`src/logic/aps_pkg.sv`:
```
package aps_pkg;
  localparam int APS_AW = 4;
  localparam int APS_DW = 8;
  localparam int APS_NCH = 2;
  // register offsets
  localparam logic [3:0] ADR_AUX_CTL = 4'h0;
  localparam logic [3:0] ADR_AUX_CFG = 4'h1;
  localparam logic [3:0] ADR_AUX_RES = 4'h2;
  localparam logic [3:0] ADR_INT_STAT = 4'h3;
  localparam logic [3:0] ADR_INT_CLR = 4'h4;
  localparam logic [3:0] ADR_INT_EN = 4'h5;
  localparam logic [3:0] ADR_CMP0_CTL = 4'h6;
  localparam logic [3:0] ADR_CMP1_CTL = 4'h7;
  // dac n sits at 8 + 4n: low byte, high nibble, control
  localparam logic [1:0] ADR_DAC_PAGE = 2'h2;
  localparam logic [1:0] DAC_LO = 2'h0;
  localparam logic [1:0] DAC_HI = 2'h1;
  localparam logic [1:0] DAC_CTL = 2'h2;
  // field positions
  localparam int AUX_OFF_B = 0;
  localparam int AUX_SRC_L = 1;
  localparam int AUX_GO_B = 3;
  localparam int AUX_BUSY_B = 4;
  localparam int CFG_CHAN_L = 0;
  localparam int CFG_GAIN_L = 3;
  localparam int CFG_REF_B = 5;
  localparam int INT_AUX_B = 0;
  localparam int INT_CMP_L = 1;
  localparam int CMP_EN_B = 0;
  localparam int CMP_EDGE_L = 1;
  localparam int CMP_HYS_L = 3;
  localparam int CMP_XB_B = 5;
  localparam int CMP_OUT_B = 6;
  localparam int DAC_EN_B = 0;
  localparam int DAC_UPD_L = 1;
  localparam int DAC_HI_W = 4;
  // reset values
  localparam logic AUX_OFF_RST = 1'b1;

  typedef enum logic [1:0] {SRC_SW, SRC_TMR, SRC_EXT, SRC_MAIN} aps_src_e;
  typedef enum logic [1:0] {UPD_SW, UPD_T2, UPD_T3, UPD_T4} aps_upd_e;
  typedef enum logic [1:0] {EDGE_NONE, EDGE_RISE, EDGE_FALL, EDGE_BOTH}
    aps_edge_e;
  typedef enum logic [1:0] {GAIN_HALF, GAIN_ONE, GAIN_TWO, GAIN_FOUR}
    aps_gain_e;

  typedef struct packed {
    logic [1:0] ext_sync;
    logic ext_prev;
    logic [1:0] cmp_s1;
    logic [1:0] cmp_s2;
    logic [1:0] cmp_prev;
    logic aux_off;
    logic [1:0] aux_src;
    logic [2:0] aux_chan;
    logic [1:0] aux_gain;
    logic aux_ref;
    logic busy;
    logic start;
    logic [7:0] aux_res;
    logic [2:0] stat;
    logic [2:0] ien;
    logic [1:0][7:0] cmp_cfg;
    logic [1:0][7:0] dac_lo;
    logic [1:0][3:0] dac_hi;
    logic [1:0][11:0] dac_out;
    logic [1:0][2:0] dac_cfg;
    logic [7:0] rdata;
  } aps_state_s;
endpackage

```
`src/logic/aps_top.sv`:
```
// Chosen here: the register addresses and strobed register access.
`timescale 1ns/1ns
// Operation
// [RL1] start source: software, timer, external pin
// [RL2] optional lock-step with main converter starts
// [RL3] completion sets flag; interrupt only if enabled
// [RL4] eight-bit result latched on completion
// [RL5] gain choice: half, one, two, four
// [RL6] shutdown stops all aux conversions
// [RL7] reference: analog supply or external pin
// [RL8] channel field picks one of eight
// [RL9] triggers no faster than 500 ksps
// [RL10] comparator interrupt on chosen edge(s)
// [RL11] comparator edges wake sleeping processor
// [RL12] comparator output state readable anytime
// [RL13] comparator output offered to crossbar
// [RL14] dac updates on write or timer overflow
// [RL15] each dac and comparator can shut down
// [RL16] two comparators, two twelve-bit dacs
// [RL17] comparator hysteresis held in configuration
// [RL18] starts ignored while busy; busy ends at latch
// [RL19] timer mode holds data until overflow
module aps_top (
  input wire logic clock,
  input wire logic rst,
  input wire logic [aps_pkg::APS_AW-1:0] addr,
  input wire logic [aps_pkg::APS_DW-1:0] wdata,
  input wire logic wr,
  input wire logic rd,
  output logic [aps_pkg::APS_DW-1:0] rdata,
  input wire logic tmr2_ovf,
  input wire logic tmr3_ovf,
  input wire logic tmr4_ovf,
  input wire logic main_sw_start,
  input wire logic ext_start_pin,
  input wire logic [7:0] aux_data,
  input wire logic aux_eoc,
  output logic aux_start,
  output logic aux_shutdown,
  output logic [1:0] aux_gain,
  output logic aux_ref_ext,
  output logic [2:0] aux_chan,
  input wire logic [aps_pkg::APS_NCH-1:0] cmp_raw,
  output logic [aps_pkg::APS_NCH-1:0] cmp_out,
  output logic [aps_pkg::APS_NCH-1:0] cmp_xbar_en,
  output logic [aps_pkg::APS_NCH-1:0] cmp_shutdown,
  output logic [aps_pkg::APS_NCH-1:0][1:0] cmp_hyst,
  output logic [aps_pkg::APS_NCH-1:0][11:0] dac_code,
  output logic [aps_pkg::APS_NCH-1:0] dac_shutdown,
  output logic irq,
  output logic wake
);
  import aps_pkg::*;

  aps_state_s s_ff;
  aps_state_s nxt_s;

  function automatic logic edge_hit(input logic [1:0] mode,
                                    input logic now, input logic was);
    logic rise;
    logic fall;
    rise = now & ~was;
    fall = ~now & was;
    unique case (aps_edge_e'(mode))
      EDGE_NONE: edge_hit = 1'b0;
      EDGE_RISE: edge_hit = rise;
      EDGE_FALL: edge_hit = fall;
      EDGE_BOTH: edge_hit = rise | fall;
    endcase
  endfunction

  function automatic logic tmr_hit(input logic [1:0] upd, input logic t2,
                                   input logic t3, input logic t4);
    unique case (aps_upd_e'(upd))
      UPD_SW: tmr_hit = 1'b0;
      UPD_T2: tmr_hit = t2;
      UPD_T3: tmr_hit = t3;
      UPD_T4: tmr_hit = t4;
    endcase
  endfunction

  function automatic logic is_dac(input logic [APS_AW-1:0] a);
    is_dac = a[APS_AW-1] == ADR_DAC_PAGE[1];
  endfunction

  always_comb begin
    logic [2:0] ev;
    logic [2:0] clr;
    logic trig;
    logic go;
    logic di;
    logic [7:0] r;
    ev = '0;
    clr = '0;
    trig = 1'b0;
    go = 1'b0;
    di = addr[2];
    r = '0;
    nxt_s = s_ff;
    // pin synchronisers
    nxt_s.ext_sync = {s_ff.ext_sync[0], ext_start_pin};
    nxt_s.ext_prev = s_ff.ext_sync[1];
    nxt_s.cmp_s1 = cmp_raw;
    nxt_s.cmp_s2 = s_ff.cmp_s1;
    nxt_s.cmp_prev = s_ff.cmp_s2;
    // timer-mode dac transfers from the holding registers
    for (int i = 0; i < APS_NCH; i++) begin
      if (tmr_hit(s_ff.dac_cfg[i][DAC_UPD_L +: 2], tmr2_ovf, tmr3_ovf,
                  tmr4_ovf)) begin
        nxt_s.dac_out[i] = {s_ff.dac_hi[i], s_ff.dac_lo[i]}; // RL19 RL14
      end
    end
    // register writes
    if (wr) begin
      if (is_dac(addr)) begin
        unique case (addr[1:0])
          DAC_LO: nxt_s.dac_lo[di] = wdata;
          DAC_HI: begin
            nxt_s.dac_hi[di] = wdata[DAC_HI_W-1:0];
            if (aps_upd_e'(s_ff.dac_cfg[di][DAC_UPD_L +: 2]) == UPD_SW) begin
              nxt_s.dac_out[di] = {wdata[DAC_HI_W-1:0],
                                   s_ff.dac_lo[di]}; // RL14
            end
          end
          DAC_CTL: nxt_s.dac_cfg[di] = wdata[2:0]; // RL15
          default: ;
        endcase
      end else begin
        unique case (addr)
          ADR_AUX_CTL: begin
            nxt_s.aux_off = wdata[AUX_OFF_B]; // RL6
            nxt_s.aux_src = wdata[AUX_SRC_L +: 2]; // RL1
            trig = wdata[AUX_GO_B] &&
                   aps_src_e'(s_ff.aux_src) == SRC_SW; // RL1
          end
          ADR_AUX_CFG: begin
            nxt_s.aux_chan = wdata[CFG_CHAN_L +: 3]; // RL8
            nxt_s.aux_gain = wdata[CFG_GAIN_L +: 2]; // RL5
            nxt_s.aux_ref = wdata[CFG_REF_B]; // RL7
          end
          ADR_INT_CLR: clr = wdata[2:0];
          ADR_INT_EN: nxt_s.ien = wdata[2:0];
          ADR_CMP0_CTL: nxt_s.cmp_cfg[0] = wdata; // RL17 RL15
          ADR_CMP1_CTL: nxt_s.cmp_cfg[1] = wdata; // RL17 RL15
          default: ;
        endcase
      end
    end
    // aux conversion start selection
    unique case (aps_src_e'(s_ff.aux_src))
      SRC_SW: ;
      SRC_TMR: trig = tmr3_ovf; // RL1
      SRC_EXT: trig = s_ff.ext_sync[1] & ~s_ff.ext_prev; // RL1
      SRC_MAIN: trig = main_sw_start; // RL2
    endcase
    go = trig & ~s_ff.busy & ~s_ff.aux_off; // RL18 RL6
    nxt_s.start = go;
    nxt_s.busy = go | (s_ff.busy & ~aux_eoc); // RL18
    if (s_ff.busy && aux_eoc) begin
      nxt_s.aux_res = aux_data; // RL4
      ev[INT_AUX_B] = 1'b1; // RL3
    end
    // comparator edge events
    for (int i = 0; i < APS_NCH; i++) begin
      if (s_ff.cmp_cfg[i][CMP_EN_B]) begin
        ev[INT_CMP_L + i] = edge_hit(s_ff.cmp_cfg[i][CMP_EDGE_L +: 2],
                                     s_ff.cmp_s2[i],
                                     s_ff.cmp_prev[i]); // RL10
      end
    end
    // sticky status, set wins over clear
    nxt_s.stat = (s_ff.stat & ~clr) | ev; // RL3
    // register reads
    if (rd) begin
      if (is_dac(addr)) begin
        unique case (addr[1:0])
          DAC_LO: r = s_ff.dac_lo[di];
          DAC_HI: r[DAC_HI_W-1:0] = s_ff.dac_hi[di];
          DAC_CTL: r[2:0] = s_ff.dac_cfg[di];
          default: ;
        endcase
      end else begin
        unique case (addr)
          ADR_AUX_CTL: begin
            r[AUX_OFF_B] = s_ff.aux_off;
            r[AUX_SRC_L +: 2] = s_ff.aux_src;
            r[AUX_BUSY_B] = s_ff.busy;
          end
          ADR_AUX_CFG: begin
            r[CFG_CHAN_L +: 3] = s_ff.aux_chan;
            r[CFG_GAIN_L +: 2] = s_ff.aux_gain;
            r[CFG_REF_B] = s_ff.aux_ref;
          end
          ADR_AUX_RES: r = s_ff.aux_res; // RL4
          ADR_INT_STAT: r[2:0] = s_ff.stat;
          ADR_INT_EN: r[2:0] = s_ff.ien;
          ADR_CMP0_CTL: begin
            r = s_ff.cmp_cfg[0];
            r[CMP_OUT_B] = s_ff.cmp_s2[0]; // RL12
          end
          ADR_CMP1_CTL: begin
            r = s_ff.cmp_cfg[1];
            r[CMP_OUT_B] = s_ff.cmp_s2[1]; // RL12
          end
          default: ;
        endcase
      end
    end
    nxt_s.rdata = r;
  end

  always_ff @(posedge clock) begin
    if (rst) begin
      s_ff <= '0;
      s_ff.aux_off <= AUX_OFF_RST;
    end else begin
      s_ff <= nxt_s;
    end
  end

  assign rdata = s_ff.rdata;
  assign aux_start = s_ff.start;
  assign aux_shutdown = s_ff.aux_off; // RL6
  assign aux_gain = s_ff.aux_gain; // RL5
  assign aux_ref_ext = s_ff.aux_ref; // RL7
  assign aux_chan = s_ff.aux_chan; // RL8
  assign irq = |(s_ff.stat & s_ff.ien); // RL3
  // edge logic is clocked by the always-on system clock, not the cpu
  assign wake = |(s_ff.stat[INT_CMP_L +: 2] &
                  s_ff.ien[INT_CMP_L +: 2]); // RL11

  // per-channel comparator and dac outputs
  generate
    for (genvar g = 0; g < APS_NCH; g++) begin : g_ch
      assign cmp_out[g] = s_ff.cmp_s2[g]; // RL13
      assign cmp_xbar_en[g] = s_ff.cmp_cfg[g][CMP_XB_B]; // RL13
      assign cmp_shutdown[g] = ~s_ff.cmp_cfg[g][CMP_EN_B]; // RL15
      assign cmp_hyst[g] = s_ff.cmp_cfg[g][CMP_HYS_L +: 2]; // RL17
      assign dac_code[g] = s_ff.dac_out[g]; // RL16
      assign dac_shutdown[g] = ~s_ff.dac_cfg[g][DAC_EN_B]; // RL15
    end
  endgenerate
endmodule

```
`config.mk`:
```
export PLATFORM = sky130hd
export DESIGN_NAME = aps_top
export DESIGN_NICKNAME = d
export VERILOG_FILES = /design/src/logic/aps_pkg.sv /design/src/logic/aps_top.sv
export SDC_FILE = /design/constraint.sdc
export NUM_CORES = 1
export LEC_CHECK = 0
export BUFFER_PORTS_ARGS = -buffer_cell sky130_fd_sc_hd__buf_2
export CORE_MARGIN = 3
export CORE_UTILIZATION = 45
export CTS_CLUSTER_DIAMETER = 80
export DETAILED_ROUTE_END_ITERATION = 10
export PLACE_DENSITY = 0.74
export SLEW_MARGIN = 25
export SYNTH_ARGS = -nofsm -noshare
export SYNTH_HDL_FRONTEND = slang
export SYNTH_SLANG_ARGS = --single-unit
```
`constraint.sdc`:
```
create_clock -name clock -period 1.3 [get_ports clock]
set_clock_uncertainty 0.15 [all_clocks]
set_input_delay 0.065 -clock clock [delete_from_list [all_inputs] [get_ports clock]]
set_output_delay 0.065 -clock clock [all_outputs]
set_load 0.05 [all_outputs]
```
* Yosys cells after proc, flatten, opt, wreduce, memory -nomap -nowiden
Index checks and enable logic that the tools add are counted. W data, S select, Z words.
Word-level totals: output and inout bits 54, register bits 112
Cells by class: bitwise operators 30, magnitude comparators 2, muxes and demuxes 48, eq/ne operators 24, reduce and logical (&&, ||, !) cells 22
Operators by type and width (count):
- $mux W30 | 2
- $mux W24 | 2
- $mux W12 | 3
- $mux W8 | 4
- $bwmux W24 | 1
- $pmux W1 S4 | 6
- $reduce_and A3 Y1 | 8
- $eq A2 B2 Y1 const B | 11
- $pmux W3 S7 | 1
- $mux W3 | 6
- $bwmux W16 | 1
- $eq A4 B3 Y1 const B | 4
- $mux W4 | 4
- $logic_not A2 Y1 | 7
- $not A1 Y1 | 14
- $demux W12 S1 | 1
- $eq A2 B1 Y1 const B | 6
- $pmux W3 S3 | 1
- $and A1 B1 Y1 | 8
- $bwmux W8 | 1
- $demux W8 S1 | 1
- $eq A4 B2 Y1 const B | 2
- $and A3 B3 Y3 | 2
- $bwmux W6 | 1
- 19 further kinds | 29

* Longest topological paths before layout
Gate-level depths: netlist of run 1.
word-level depth 9, depth in mapped cells 7, mapped depth without buffers 6

* Worst setup path after synthesis of run 1
No wires, ideal clock.
path type register to register, start point register s_ff, in the netlist aux_shutdown, end point register s_ff, in the netlist rdata[0], setup slack -339 ps, required time 1022 ps, data arrival time 1361 ps, stages on the path, launching flop included 4, buffers on the path 0, cell sequence dfxtp_1 -> mux4_2 -> a222oi_1 -> a21oi_1
On the way: word-level cells in the longest chain between the ends 2
RTL lines:
- start, declared | RTL line aps_top.sv:55 | aps_state_s s_ff;
- start signal, assigned | RTL line aps_top.sv:217 | s_ff <= nxt_s;
- $pmux W3 S7 | RTL line aps_top.sv:183 | unique case (addr)
- $mux W8 | RTL line aps_top.sv:175 | if (is_dac(addr)) begin
No other way between the ends. A chain may end at the register's enable or synchronous reset.

* Final worst setup path of run 1
start point register s_ff[13] (netlist bit), end point register s_ff, in the netlist dac_code[23]
On the way: word-level cells in the longest chain between the ends 8, elaborated cells on any way between the ends 14, classes of those cells 3 x eq/ne; 9 x mux; 2 x reduce/logical
RTL lines:
- $eq A2 B2 Y1, or another cell as far along | RTL line aps_top.sv:74 | unique case (aps_upd_e'(upd))
- $pmux W1 S4 | RTL line aps_top.sv:74
- $mux W12 | RTL line aps_top.sv:108 | if (tmr_hit(s_ff.dac_cfg[i][DAC_UPD_L +: 2], tmr2_ovf, tmr3_ovf,
- $bwmux W24 | RTL line aps_top.sv:121 | nxt_s.dac_out[di] = {wdata[DAC_HI_W-1:0],
- $mux W24 | RTL line aps_top.sv:120 | if (aps_upd_e'(s_ff.dac_cfg[di][DAC_UPD_L +: 2]) == UPD_SW) begin
- $mux W24 | RTL line aps_top.sv:116 | unique case (addr[1:0])
- $mux W30 | RTL line aps_top.sv:115 | if (is_dac(addr)) begin
- $mux W30 (*) | RTL line aps_top.sv:114 | if (wr) begin
Mark *: on every way between the ends. The rest lies on a longest branch, timed or not. The select of a mux whose other input is x is not followed.

==> summary.md, run 1 <==
| Metric | Value |
|---|---|
| Fmax | 0.656 GHz |
| Count leader, synth | dfxtp_1 |
| Clk buf depth | 2 |
| Average size of a mapped cell | 8.96 um^2 |
| Die width | 113 um |
| Die ar. | 12900 um^2 |
| HP Class | in -> reg |
| Failing checks | setup timing |
| PortBufs | 85 |
| Worst setup startpoint | s_ff[13] |
| CP Capture Type | register |
| Final #Nets | 742 |
| Worst reg2reg startpoint | s_ff[13] |
| Syn Inst Count | 580 |
| Maxcap violations | 0 |
| Worst r2r path cells | 4 |
| Top-level I/O count | 86 |
| Power density over cell area | 979 nW/um^2 |
| Worst vdd ir | 0.834 mV |
| DR vias | 4833 |
| Most frequent cells after synthesis | dfxtp_1, nor2_1, buf_4 |
| Crit path to | dac_code[23] |
| Yosys warnings | 0 |
| Pre-antenna DRT Iters | 5 |
| Core Region | 11100 um^2 |
| CTS tree | built |
| Capture point of the worst reg-to-reg path | dac_code[23] |
| Status | finished, violations left |
| RSZ-0062 raised after global routing | true |
| Post-Syn Area | 5200 um^2 |
| Hold_ws | 0.0193 ns |
| TNS Setup | -5.06 ns |
| DRT iter0 DRCs | 416 |
| Yosys cell types | 45 |
| Share of layout cells above drive strength 1 | 44.9% |
| Largest net degree at the start of global routing | 40 |
| Synth Register Bits | 110 |
| CTS Sinks | 110 |
| Hold Vio Cnt, Final | 0 |
| Min Tclk post-route | 1.52 ns |
| Least-Margin Pin Slew | 0.420 ns |
| First-pass GRT wire length | 25200 um |
| Clock Latency Late Sink | 0.35 ns |
| Gr usage total | 24.7% |
| Area fraction of the dominant cell type after synthesis | 42.4% |
| Vias in the first global route | 4896 |
| Routed len/inst | 19.0 um |
| Setup slack, reg-to-reg | -0.22 ns |
| WP data required | 1.41 ns |
| Seq/Total Area, Yosys | 42.4% |
| Post-Route WL | 16200 um |
| GP Congestion | 0.902 |
| Mapped Nets | 616 |
| Ys async rst share | 0% |
| Setup Viol. Count Final | 32 |
| Final slew viol count | 0 |
| Die height | 113 um |
| Routed Antenna Nets | 0 |
| CTS buffer count | 9 |
| Initial antenna violation count | 1 |
| Post-layout util | 64.0% |
| Crit-path max FO | 6 |
| CTS H-tree lvls | 3 |
| Fin worst setup slack | -0.223 ns |
| Crit Path Category | reg -> reg |
| Place WS | -0.308 ns |
| Drt drc | 0 |
| Gr ovfl total | 0 |
| Crit path arrival time | 1.63 ns |
| Vias/cell | 5.67 |
| Area leader, netlist | dfxtp_1 |
| Area Growth Syn to Fin | 36.4% |
| Detail Placement HPWL | 10700 um |
| Critical Path Start Type | register |
| Clock root buffer | clkbuf_16 |
| Slew Limit Headroom | 72.0% |
| Row count | 38 |
| Synth top area cells | dfxtp_1, mux2i_1, buf_4, a21oi_1, nor2_1 |
| Post-synth EDFFs | 0 |
| Initial cell density of the core | 46.9% |
| Most used DFF post-synth | dfxtp_1 |
| Period utilization | 117% |
| CTS clk-pin slew, worst paths | 0.08 ns |
| Pleak | 2.93 nW |
[worst max-delay path, cell delays in order (launching register included)]
cell      delay, ns
dfxtp_4        0.39
mux2i_4        0.25
mux2_4         0.25
nand2_2        0.09
a311oi_2       0.29
[cell usage in the layout, fill, tap and decap left out, types with 10 or more instances in the layout]
cell and n:
a21oi_1 36, a21oi_2 12, buf_2 77, buf_4 80
buf_6 10, clkbuf_16 10, dfxtp_1 91, dfxtp_2 14
dlygate4sd3_1 23, inv_1 10, mux2i_1 45, nand2_1 37
nand2_2 12, nand3_1 28, nand3_2 13, nor2_1 60
nor2b_1 13, o21ai_2 11
[state kept, by name, indices dropped and copies added, names as in the netlist]
| name | flops |
|---|---|
| aux_chan | 3 |
| aux_gain | 2 |
| aux_ref_ext | 1 |
| aux_shutdown | 1 |
| aux_start | 1 |
| cmp_hyst | 4 |
| cmp_out | 2 |
| cmp_xbar_en | 2 |
| dac_code | 24 |
| nxt_s | 4 |
| rdata | 8 |
| s_ff | 58 |
[logic make-up after synthesis]
| family | count (synthesis) | synth area share (%) |
|---|---|---|
| AOI/OAI and AO/OA | 105 | 12.3 |
| adders and majority gates | 4 | 0.963 |
| buffers and inverters | 100 | 11.9 |
| DFF | 110 | 42.4 |
| muxes | 65 | 14.2 |
| and+or+nand+nor | 196 | 18.2 |
[timing repair]
item | in CTS | in global routing
setup endpoints to repair | 36 | 38
cloned | 2 | 0
hold buffers | 23 | 0
gates resized for setup | 87 | 50
pin swaps | 49 | 32
buffers inserted | 11 | 2
hold endpoints to repair | 51 | 0
[routing by layer]
layer / up-vias / GRT usage, % / part of all wire (%)
met4: 0 / 10.0 / 3.4
met2: 214 / 42.2 / 49
met1: 2351 / 30.2 / 40
met3: 48 / 5.25 / 7.5
met5: - / 0 / 0
li1: 2220 / - / -
[how the worst min path moves through the flow]
stage,startpoint,endpoint,slack [ns],cells after the start
global placement,ext_start_pin,nxt_s[111],0.12,2
CTS,rst,s_ff[85],0.007,3
finish,rst,s_ff[86],0.02,3
floorplan,cmp_raw[0],nxt_s[105],0.04,1
detailed placement,cmp_raw[0],nxt_s[105],0.13,2
global route,rst,s_ff[89],0.03,3
[stage by stage]
| step | instances | instance area [um^2] | power [mW] |
|---|---|---|---|
| after detailed placement | 798 | 5940 | 4.11 |
| after floorplan | 580 | 5250 | 3.87 |
| after global routing | 852 | 7090 | 7.15 |
| final | 852 | 7090 | 6.94 |
| after CTS | 850 | 6890 | 6.92 |
| after global placement | 798 | 5940 | 4.09 |
[power breakdown]
group / internal, mW / switching, mW
Sequential: 3.40 / 0.0344
Combinational: 0.325 / 0.407
Clock: 1.45 / 1.33
Total: 5.17 / 1.77
[final cells by class]
class,instances,area (um^2)
clock inverters,6,51.3
clock buffers,10,250
fillers,850,3990
inverters,13,48.8
repair buffers,202,1520
multi-input cells,370,2800
flip-flops and latches,110,2240
well taps,140,175
diodes,1,2.50
Note: power is estimated with default switching activity, not from simulation.
==> inputs of run 2 (changes only) <==
--- a/config.mk
+++ b/config.mk
@@ -8,6 +8,7 @@
 export BUFFER_PORTS_ARGS = -buffer_cell sky130_fd_sc_hd__buf_2
 export CORE_MARGIN = 3
 export CORE_UTILIZATION = 45
+export CTS_BUF_LIST = sky130_fd_sc_hd__clkbuf_4 sky130_fd_sc_hd__clkbuf_8
 export CTS_CLUSTER_DIAMETER = 80
 export DETAILED_ROUTE_END_ITERATION = 10
 export PLACE_DENSITY = 0.74
==> summary.md, run 2 (synthesis results as in run 1) <==
| Metric | Value |
|---|---|
| Delay-heaviest family, CP | compound AO/OA/AOI/OAI gates |
| Initial antenna violation count | 1 (unchanged) |
| Vias/cell | 5.68 (+0.11%) |
| Crit-path max FO | 2 (-4) |
| DRT iter0 DRCs | 362 (-13%) |
| Area Growth Syn to Fin | 37.5% |
| Area occupied by multi-input gates | 2840 um^2 (+1.3%) |
| Final #Nets | 746 (+0.54%) |
| Wire length on met3 | 1230 um (+2.0%) |
| Area post-placement | 5940 um^2 (unchanged) |
| Switching fraction of total power | 27.1% (+1.5 points) |
| Post-route cell area | 7150 um^2 (+0.79%) |
| Period utilization | 120% (+2.4 points) |
| GP Congestion | 0.902 (unchanged) |
| Vias in the first global route | 4991 (+1.9%) |
| Logic pwr share | 11.8% (+1.3 points) |
| Crit Path Category | reg -> out |
| Clk network pwr share | 34.5% (-5.5 points) |
| CTS H-tree lvls | 3 (unchanged) |
| Slowest cell on crit path | dfxtp_2 |
| Top-level I/O count | 86 (unchanged) |
| Gr ovfl total | 0 (unchanged) |
| Critical Path Start Type | register |
| TNS Setup | -4.89 ns (+0.170 ns) |
| Hold Crit Endpoint | aux_start |
| Crit-path max cell delay | 0.35 ns (-0.04 ns) |
| Layout Cells excl Fill | 856 (+0.47%) |
| Capture point of the worst reg-to-reg path | dac_code[8] |
| Hold Vio Cnt, Final | 0 (unchanged) |
| WL met2 | 7930 um (-0.95%) |
| Least-Margin Pin Slew | 0.389 ns (-0.0314 ns) |
| Largest net degree at the start of global routing | 40 (unchanged) |
| Initial cell density of the core | 46.9% (unchanged) |
| PortBufs | 85 (unchanged) |
| Clock root buffer | clkbuf_8 |
| Post-layout util | 64.5% (+0.51 points) |
| Share of layout cells above drive strength 1 | 45.9% (+1.0 points) |
| CTS clk-pin slew, worst paths | 0.10 ns (+0.02 ns) |
| Row count | 38 (unchanged) |
| DR vias | 4861 (+0.58%) |
| Post-Route WL | 16200 um (-0.17%) |
| Clk buf depth | 2 (unchanged) |
| Pre-antenna DRT Iters | 6 (+1) |
| CP Capture Type | output port |
| Worst reg2reg startpoint | s_ff[10] |
| Place WS | -0.308 ns (unchanged) |
| Worst r2r path cells | 5 (+1) |
| Number of flip-flops under the largest register name | 58 (unchanged) |
| Gr usage total | 24.6% (about the same) |
| CTS buffer count | 9 (unchanged) |
| Biggest register | s_ff |
| Core Region | 11100 um^2 (unchanged) |
| Power density over cell area | 894 nW/um^2 (-8.7%) |
| Routed len/inst | 18.9 um (-0.63%) |
| Hold path depth | 5 (+2) |
| Routed Antenna Nets | 0 (unchanged) |
| Final slew viol count | 0 (unchanged) |
| Failing checks | setup timing |
| Crit path buffers/inverters | 2 (+2) |
| Fmax | 0.643 GHz (-2.0%) |
| First-pass GRT wire length | 25200 um (about the same) |
| Die width | 113 um (unchanged) |
| CTS tree | built |
| Register area | 2240 um^2 (+0.28%) |
| Switching Power | 1.73 mW (-2.5%) |
| Crit path arrival time | 1.34 ns (-0.29 ns) |
| Clock Latency Late Sink | 0.40 ns (+0.05 ns) |
| Fill count | 840 (-1.2%) |
| Drt drc | 0 (unchanged) |
| Setup Viol. Count Final | 30 (-6.3%) |
| Met1 wire length | 6430 um (+0.30%) |
| Internal Power | 4.66 mW (-9.9%) |
| Commonest cells after routing, fill and taps aside | dfxtp_1, buf_4, nor2_1 |
| Die ar. | 12900 um^2 (unchanged) |
| Detail Placement HPWL | 10700 um (unchanged) |
| RSZ-0062 raised after global routing | true |
| Sequential share of power | 53.8% (+4.4 points) |
| Maxcap violations | 0 (unchanged) |
| Critical Path, Cell by Cell | a22o_4 > a21oi_4 > inv_2 > buf_6 |
| Worst vdd ir | 0.526 mV (-37%) |
| Die height | 113 um (unchanged) |
| Min Tclk post-route | 1.55 ns (+0.0308 ns) |
| HP Class | in -> reg |
| Fin worst setup slack | -0.254 ns (-0.0308 ns) |
| Status | finished, violations left |
| Pleak | 2.94 nW (+0.16%) |
| Uppermost layer routed | met4 |
| Placed instance count | 798 (unchanged) |
| Setup slack, reg-to-reg | -0.22 ns (about the same) |
| WP data required | 1.09 ns (-0.32 ns) |
| CTS Sinks | 110 (unchanged) |
| Worst hold start | tmr3_ovf |
| Slew Limit Headroom | 74.1% (+2.1 points) |
==> run 2: cell types whose count changed in the layout (fill, tap and decap cells not counted), moves of 3 or more <==
cell,before,now
buf_2,77,56
clkbuf_16,10,0
clkbuf_4,3,13
clkbuf_8,0,9
buf_4,80,86
buf_6,10,16
dfxtp_1,91,86
dfxtp_2,14,19
dlygate4sd3_1,23,26
nand2_2,12,9
nand3_2,13,16
==> run 2: power groups by stage <==
stage	Sequential, mW	Combinational (mW)	Clock [mW]
detailed placement	3.51	0.601	0
global route	3.44	0.796	2.34
floorplan	3.51	0.366	0
finish	3.44	0.751	2.20
global placement	3.51	0.583	0
CTS	3.43	0.715	2.20
==> run 2: tightest hold or removal path, stage by stage <==
cell and delay (ns):
buf_2 0.11, mux2_4 0.15, nand2_2 0.04, o221ai_2 0.06
and2_1 0.13
==> run 2: repair_timing <==
item                                   4_1_cts  5_1_grt
gates cloned                                 2        0
setup endpoints to repair                   45       50
resized for setup                          105       72
buffers inserted                            12        1
pin swaps                                   43       32
hold buffers                                27        0
endpoints found under the hold margin       63        0
==> run 2: worst max path at each step <==
stage                 start            to  cells after the start  slack (ns)
6_report           s_ff[83]           irq                      4       -0.25
5_1_grt            s_ff[10]   dac_code[8]                      5       -0.29
4_1_cts            s_ff[83]           irq                      4       -0.26
3_5_place_dp       s_ff[10]  dac_code[11]                      4       -0.31
3_3_place_gp        addr[0]   aux_chan[0]                      7       -0.25
2_1_floorplan  aux_shutdown      rdata[0]                      3       -0.17
==> run 2: metal layers <==
metal  vias up  global-route usage [%]
met2       234                    41.9
li1       2224                       -
met4         0                    9.05
met1      2354                    30.2
met5         -                       0
met3        49                    6.15
==> run 2: area by class of cell <==
cell class	instances	area share [%]
diodes	1	0.0350
clock buffers	9	1.73
clock inverters	7	1.14
inverters	13	0.683
multi-input cells	370	39.7
flip-flops and latches	110	31.4
well taps	140	2.45
repair buffers	206	22.8
==> run 2: metrics by stage <==
step | power (mW) | hold slack (ns)
6_report | 6.39 | 0.0361
5_1_grt | 6.58 | 0.0577
4_1_cts | 6.35 | 0.0234
3_5_place_dp | 4.11 | 0.129
3_3_place_gp | 4.09 | 0.124
2_1_floorplan | 3.87 | 0.0432
==> inputs of run 3 (changes only) <==
--- a/config.mk
+++ b/config.mk
@@ -6,11 +6,13 @@
 export NUM_CORES = 1
 export LEC_CHECK = 0
 export BUFFER_PORTS_ARGS = -buffer_cell sky130_fd_sc_hd__buf_2
+export CORE_ASPECT_RATIO = 2
 export CORE_MARGIN = 3
 export CORE_UTILIZATION = 45
 export CTS_BUF_LIST = sky130_fd_sc_hd__clkbuf_4 sky130_fd_sc_hd__clkbuf_8
 export CTS_CLUSTER_DIAMETER = 80
 export DETAILED_ROUTE_END_ITERATION = 10
+export GPL_TIMING_DRIVEN = 0
 export PLACE_DENSITY = 0.74
 export SLEW_MARGIN = 25
 export SYNTH_ARGS = -nofsm -noshare
==> summary.md, run 3 (synthesis results as in run 1) <==
| Metric | Value |
|---|---|
| Status | finished, violations left |
| Failing checks | setup timing |
| Post-route cell area | 7200 um^2 (+0.77%) |
| Power density over cell area | 945 nW/um^2 (+5.7%) |
| Critical Path Start Type | register |
| Gr ovfl total | 0 (unchanged) |
| Die width | 82.0 um (-28%) |
| Crit-path max FO | 8 (+6) |
| CP Capture Type | register |
| Internal Power | 5.17 mW (+11%) |
| Fin worst setup slack | -0.286 ns (-0.0313 ns) |
| Hold_ws | 0.00915 ns (-0.0269 ns) |
| Fmax | 0.631 GHz (-2.0%) |
| Routed len/inst | 19.6 um (+3.8%) |
| Pre-antenna DRT Iters | 5 (-1) |
| Sequential share of power | 50.5% (-3.3 points) |
| Diodes inserted | 0 (-1) |
| Number of flip-flops under the largest register name | 58 (unchanged) |
| Setup Viol. Count Final | 35 (+17%) |
| Die ar. | 13000 um^2 (+0.61%) |
| First-pass GRT wire length | 25100 um (-0.27%) |
| Clk buf depth | 2 (unchanged) |
| WP data required | 1.40 ns (+0.31 ns) |
| Die height | 158 um (+39%) |
| Clk network pwr share | 39.0% (+4.5 points) |
| Switching fraction of total power | 24.0% (-3.1 points) |
| RSZ-0062 raised after global routing | true |
| Critical Path, Cell by Cell | mux2i_4 > mux2_4 > buf_6 > buf_12 > nand3_1 > a21oi_1 |
| PortBufs | 81 (-4.7%) |
| Detail Placement HPWL | 11900 um (+11%) |
| Clock Latency Late Sink | 0.37 ns (-0.03 ns) |
| Drt drc | 0 (unchanged) |
| Crit-path max cell delay | 0.38 ns (+0.03 ns) |
| Area post-placement | 5830 um^2 (-1.9%) |
| Gr usage total | 26.2% (+1.6 points) |
| Vias/cell | 5.59 (-1.6%) |
| CTS clk-pin slew, worst paths | 0.10 ns (about the same) |
| Share of layout cells above drive strength 1 | 45.4% (-0.47 points) |
| Final #Nets | 749 (+0.40%) |
| Slowest cell on crit path | dfxtp_4 |
| Top-level I/O count | 86 (unchanged) |
| Initial antenna violation count | 0 (-1) |
| Least-Margin Pin Slew | 0.673 ns (+0.283 ns) |
| Routed Antenna Nets | 0 (unchanged) |
| DR vias | 4794 (-1.4%) |
| Clock root buffer | clkbuf_8 |
| Crit path arrival time | 1.69 ns (+0.35 ns) |
| CTS H-tree lvls | 3 (unchanged) |
| Worst vdd ir | 0.791 mV (+50%) |
| CTS tree | built |
| CTS buffer count | 9 (unchanged) |
| Most common cell after layout, fill and taps aside | buf_4 |
| Vias in the first global route | 4797 (-3.9%) |
| Crit Path Category | reg -> reg |
| GP Congestion | 0.958 (+6.1%) |
| Period utilization | 122% (+2.4 points) |
| Post-Route WL | 16800 um (+4.0%) |
| Core Region | 11100 um^2 (about the same) |
| Maxcap violations | 0 (unchanged) |
| DRT iter0 DRCs | 355 (-1.9%) |
| Commonest cells after routing, fill and taps aside | buf_4, dfxtp_1, nor2_1 |
| HP Class | in -> reg |
| Largest net degree at the start of global routing | 19 (-53%) |
| Placed instance count | 801 (+0.38%) |
| Min Tclk post-route | 1.59 ns (+0.0313 ns) |
| Layout Cells excl Fill | 858 (+0.23%) |
| Initial cell density of the core | 46.9% (about the same) |
| Place WS | -0.420 ns (-0.112 ns) |
| Pleak | 2.95 nW (+0.51%) |
| Slew Limit Headroom | 55.2% (-19 points) |
| Biggest register | s_ff |
| Row count | 54 (+42%) |
| Switching Power | 1.63 mW (-5.6%) |
| Tot Pwr | 6.80 mW (+6.5%) |
| Logic pwr share | 10.5% (-1.3 points) |
| CTS Sinks | 110 (unchanged) |
| Area Growth Syn to Fin | 38.6% |
| Final slew viol count | 0 (unchanged) |
| Hold Vio Cnt, Final | 0 (unchanged) |
-- run 3: changes by cell type in the layout (fill, tap and decap cells not counted), sizes merged --
cell	before	now
dlygate4sd3	26	23
buf	166	156
bufinv	1	4
diode	1	0
dlymetal6s4s	1	0
clkinv	2	1
bufbuf	0	1
clkinvlp	2	0
clkbuf	22	38
-- run 3: path summary, 6_finish.rpt --
kind | from | endpoint | slack [ns] | cells after the start
worst max register to register | s_ff[10] | dac_code[6] | -0.29 | 6
worst min-delay path | main_sw_start | aux_start | 0.009 | 5
worst min register to register | nxt_s[111] | nxt_s[109] | 0.30 | 1
worst max-delay path | s_ff[10] | dac_code[6] | -0.29 | 6
-- run 3: critical path, delay by kind of cell (launching register included) --
| kind | cells | cell delay, ns |
|---|---|---|
| mux | 2 | 0.49 |
| flops | 1 | 0.38 |
| buf+inv | 2 | 0.28 |
| simple gates | 1 | 0.08 |
| compound gates | 1 | 0.06 |
-- run 3: layer usage --
| metal | vias up | track usage, % | share of wire, % |
|---|---|---|---|
| met2 | 196 | 49.0 | 56 |
| met3 | 60 | 3.36 | 4.6 |
| met4 | 0 | 14.7 | 5.7 |
| met1 | 2300 | 26.9 | 34 |
| met5 | - | 0 | 0 |
| li1 | 2238 | - | - |
-- run 3: area by class of cell --
class | count | area (um^2)
fillers | 907 | 3880
multi-input cells | 370 | 2820
flip-flops and latches | 110 | 2270
repair buffers | 123 | 978
plain buffers | 86 | 643
well taps | 140 | 175
clock inverters | 7 | 143
clock buffers | 9 | 124
inverters | 13 | 53.8
-- run 3: power by group through the flow --
stage,Sequential (mW),Clock (mW),Combinational (mW)
finish,3.43,2.65,0.716
global route,3.44,2.82,0.757
CTS,3.44,2.68,0.671
detailed placement,3.52,0,0.559
global placement,3.52,0,0.550
floorplan,3.51,0,0.366
-- run 3: through the flow --
step	setup TNS [ns]	utilization (%)
finish	-5.85	65.0
CTS	-5.53	61.6
detailed placement	-27.58	52.6
floorplan	-0.585	-
global route	-7.41	65.0
global placement	-24.38	52.6
-- run 3: timing repair --
action / 4_1_cts / 5_1_grt
endpoints found under the hold margin: 46 / 0
setup buffers: 11 / 7
pin swaps: 33 / 32
cloned: 2 / 0
hold buffers: 23 / 0
setup endpoints to repair: 60 / 82
gates resized for setup: 97 / 123
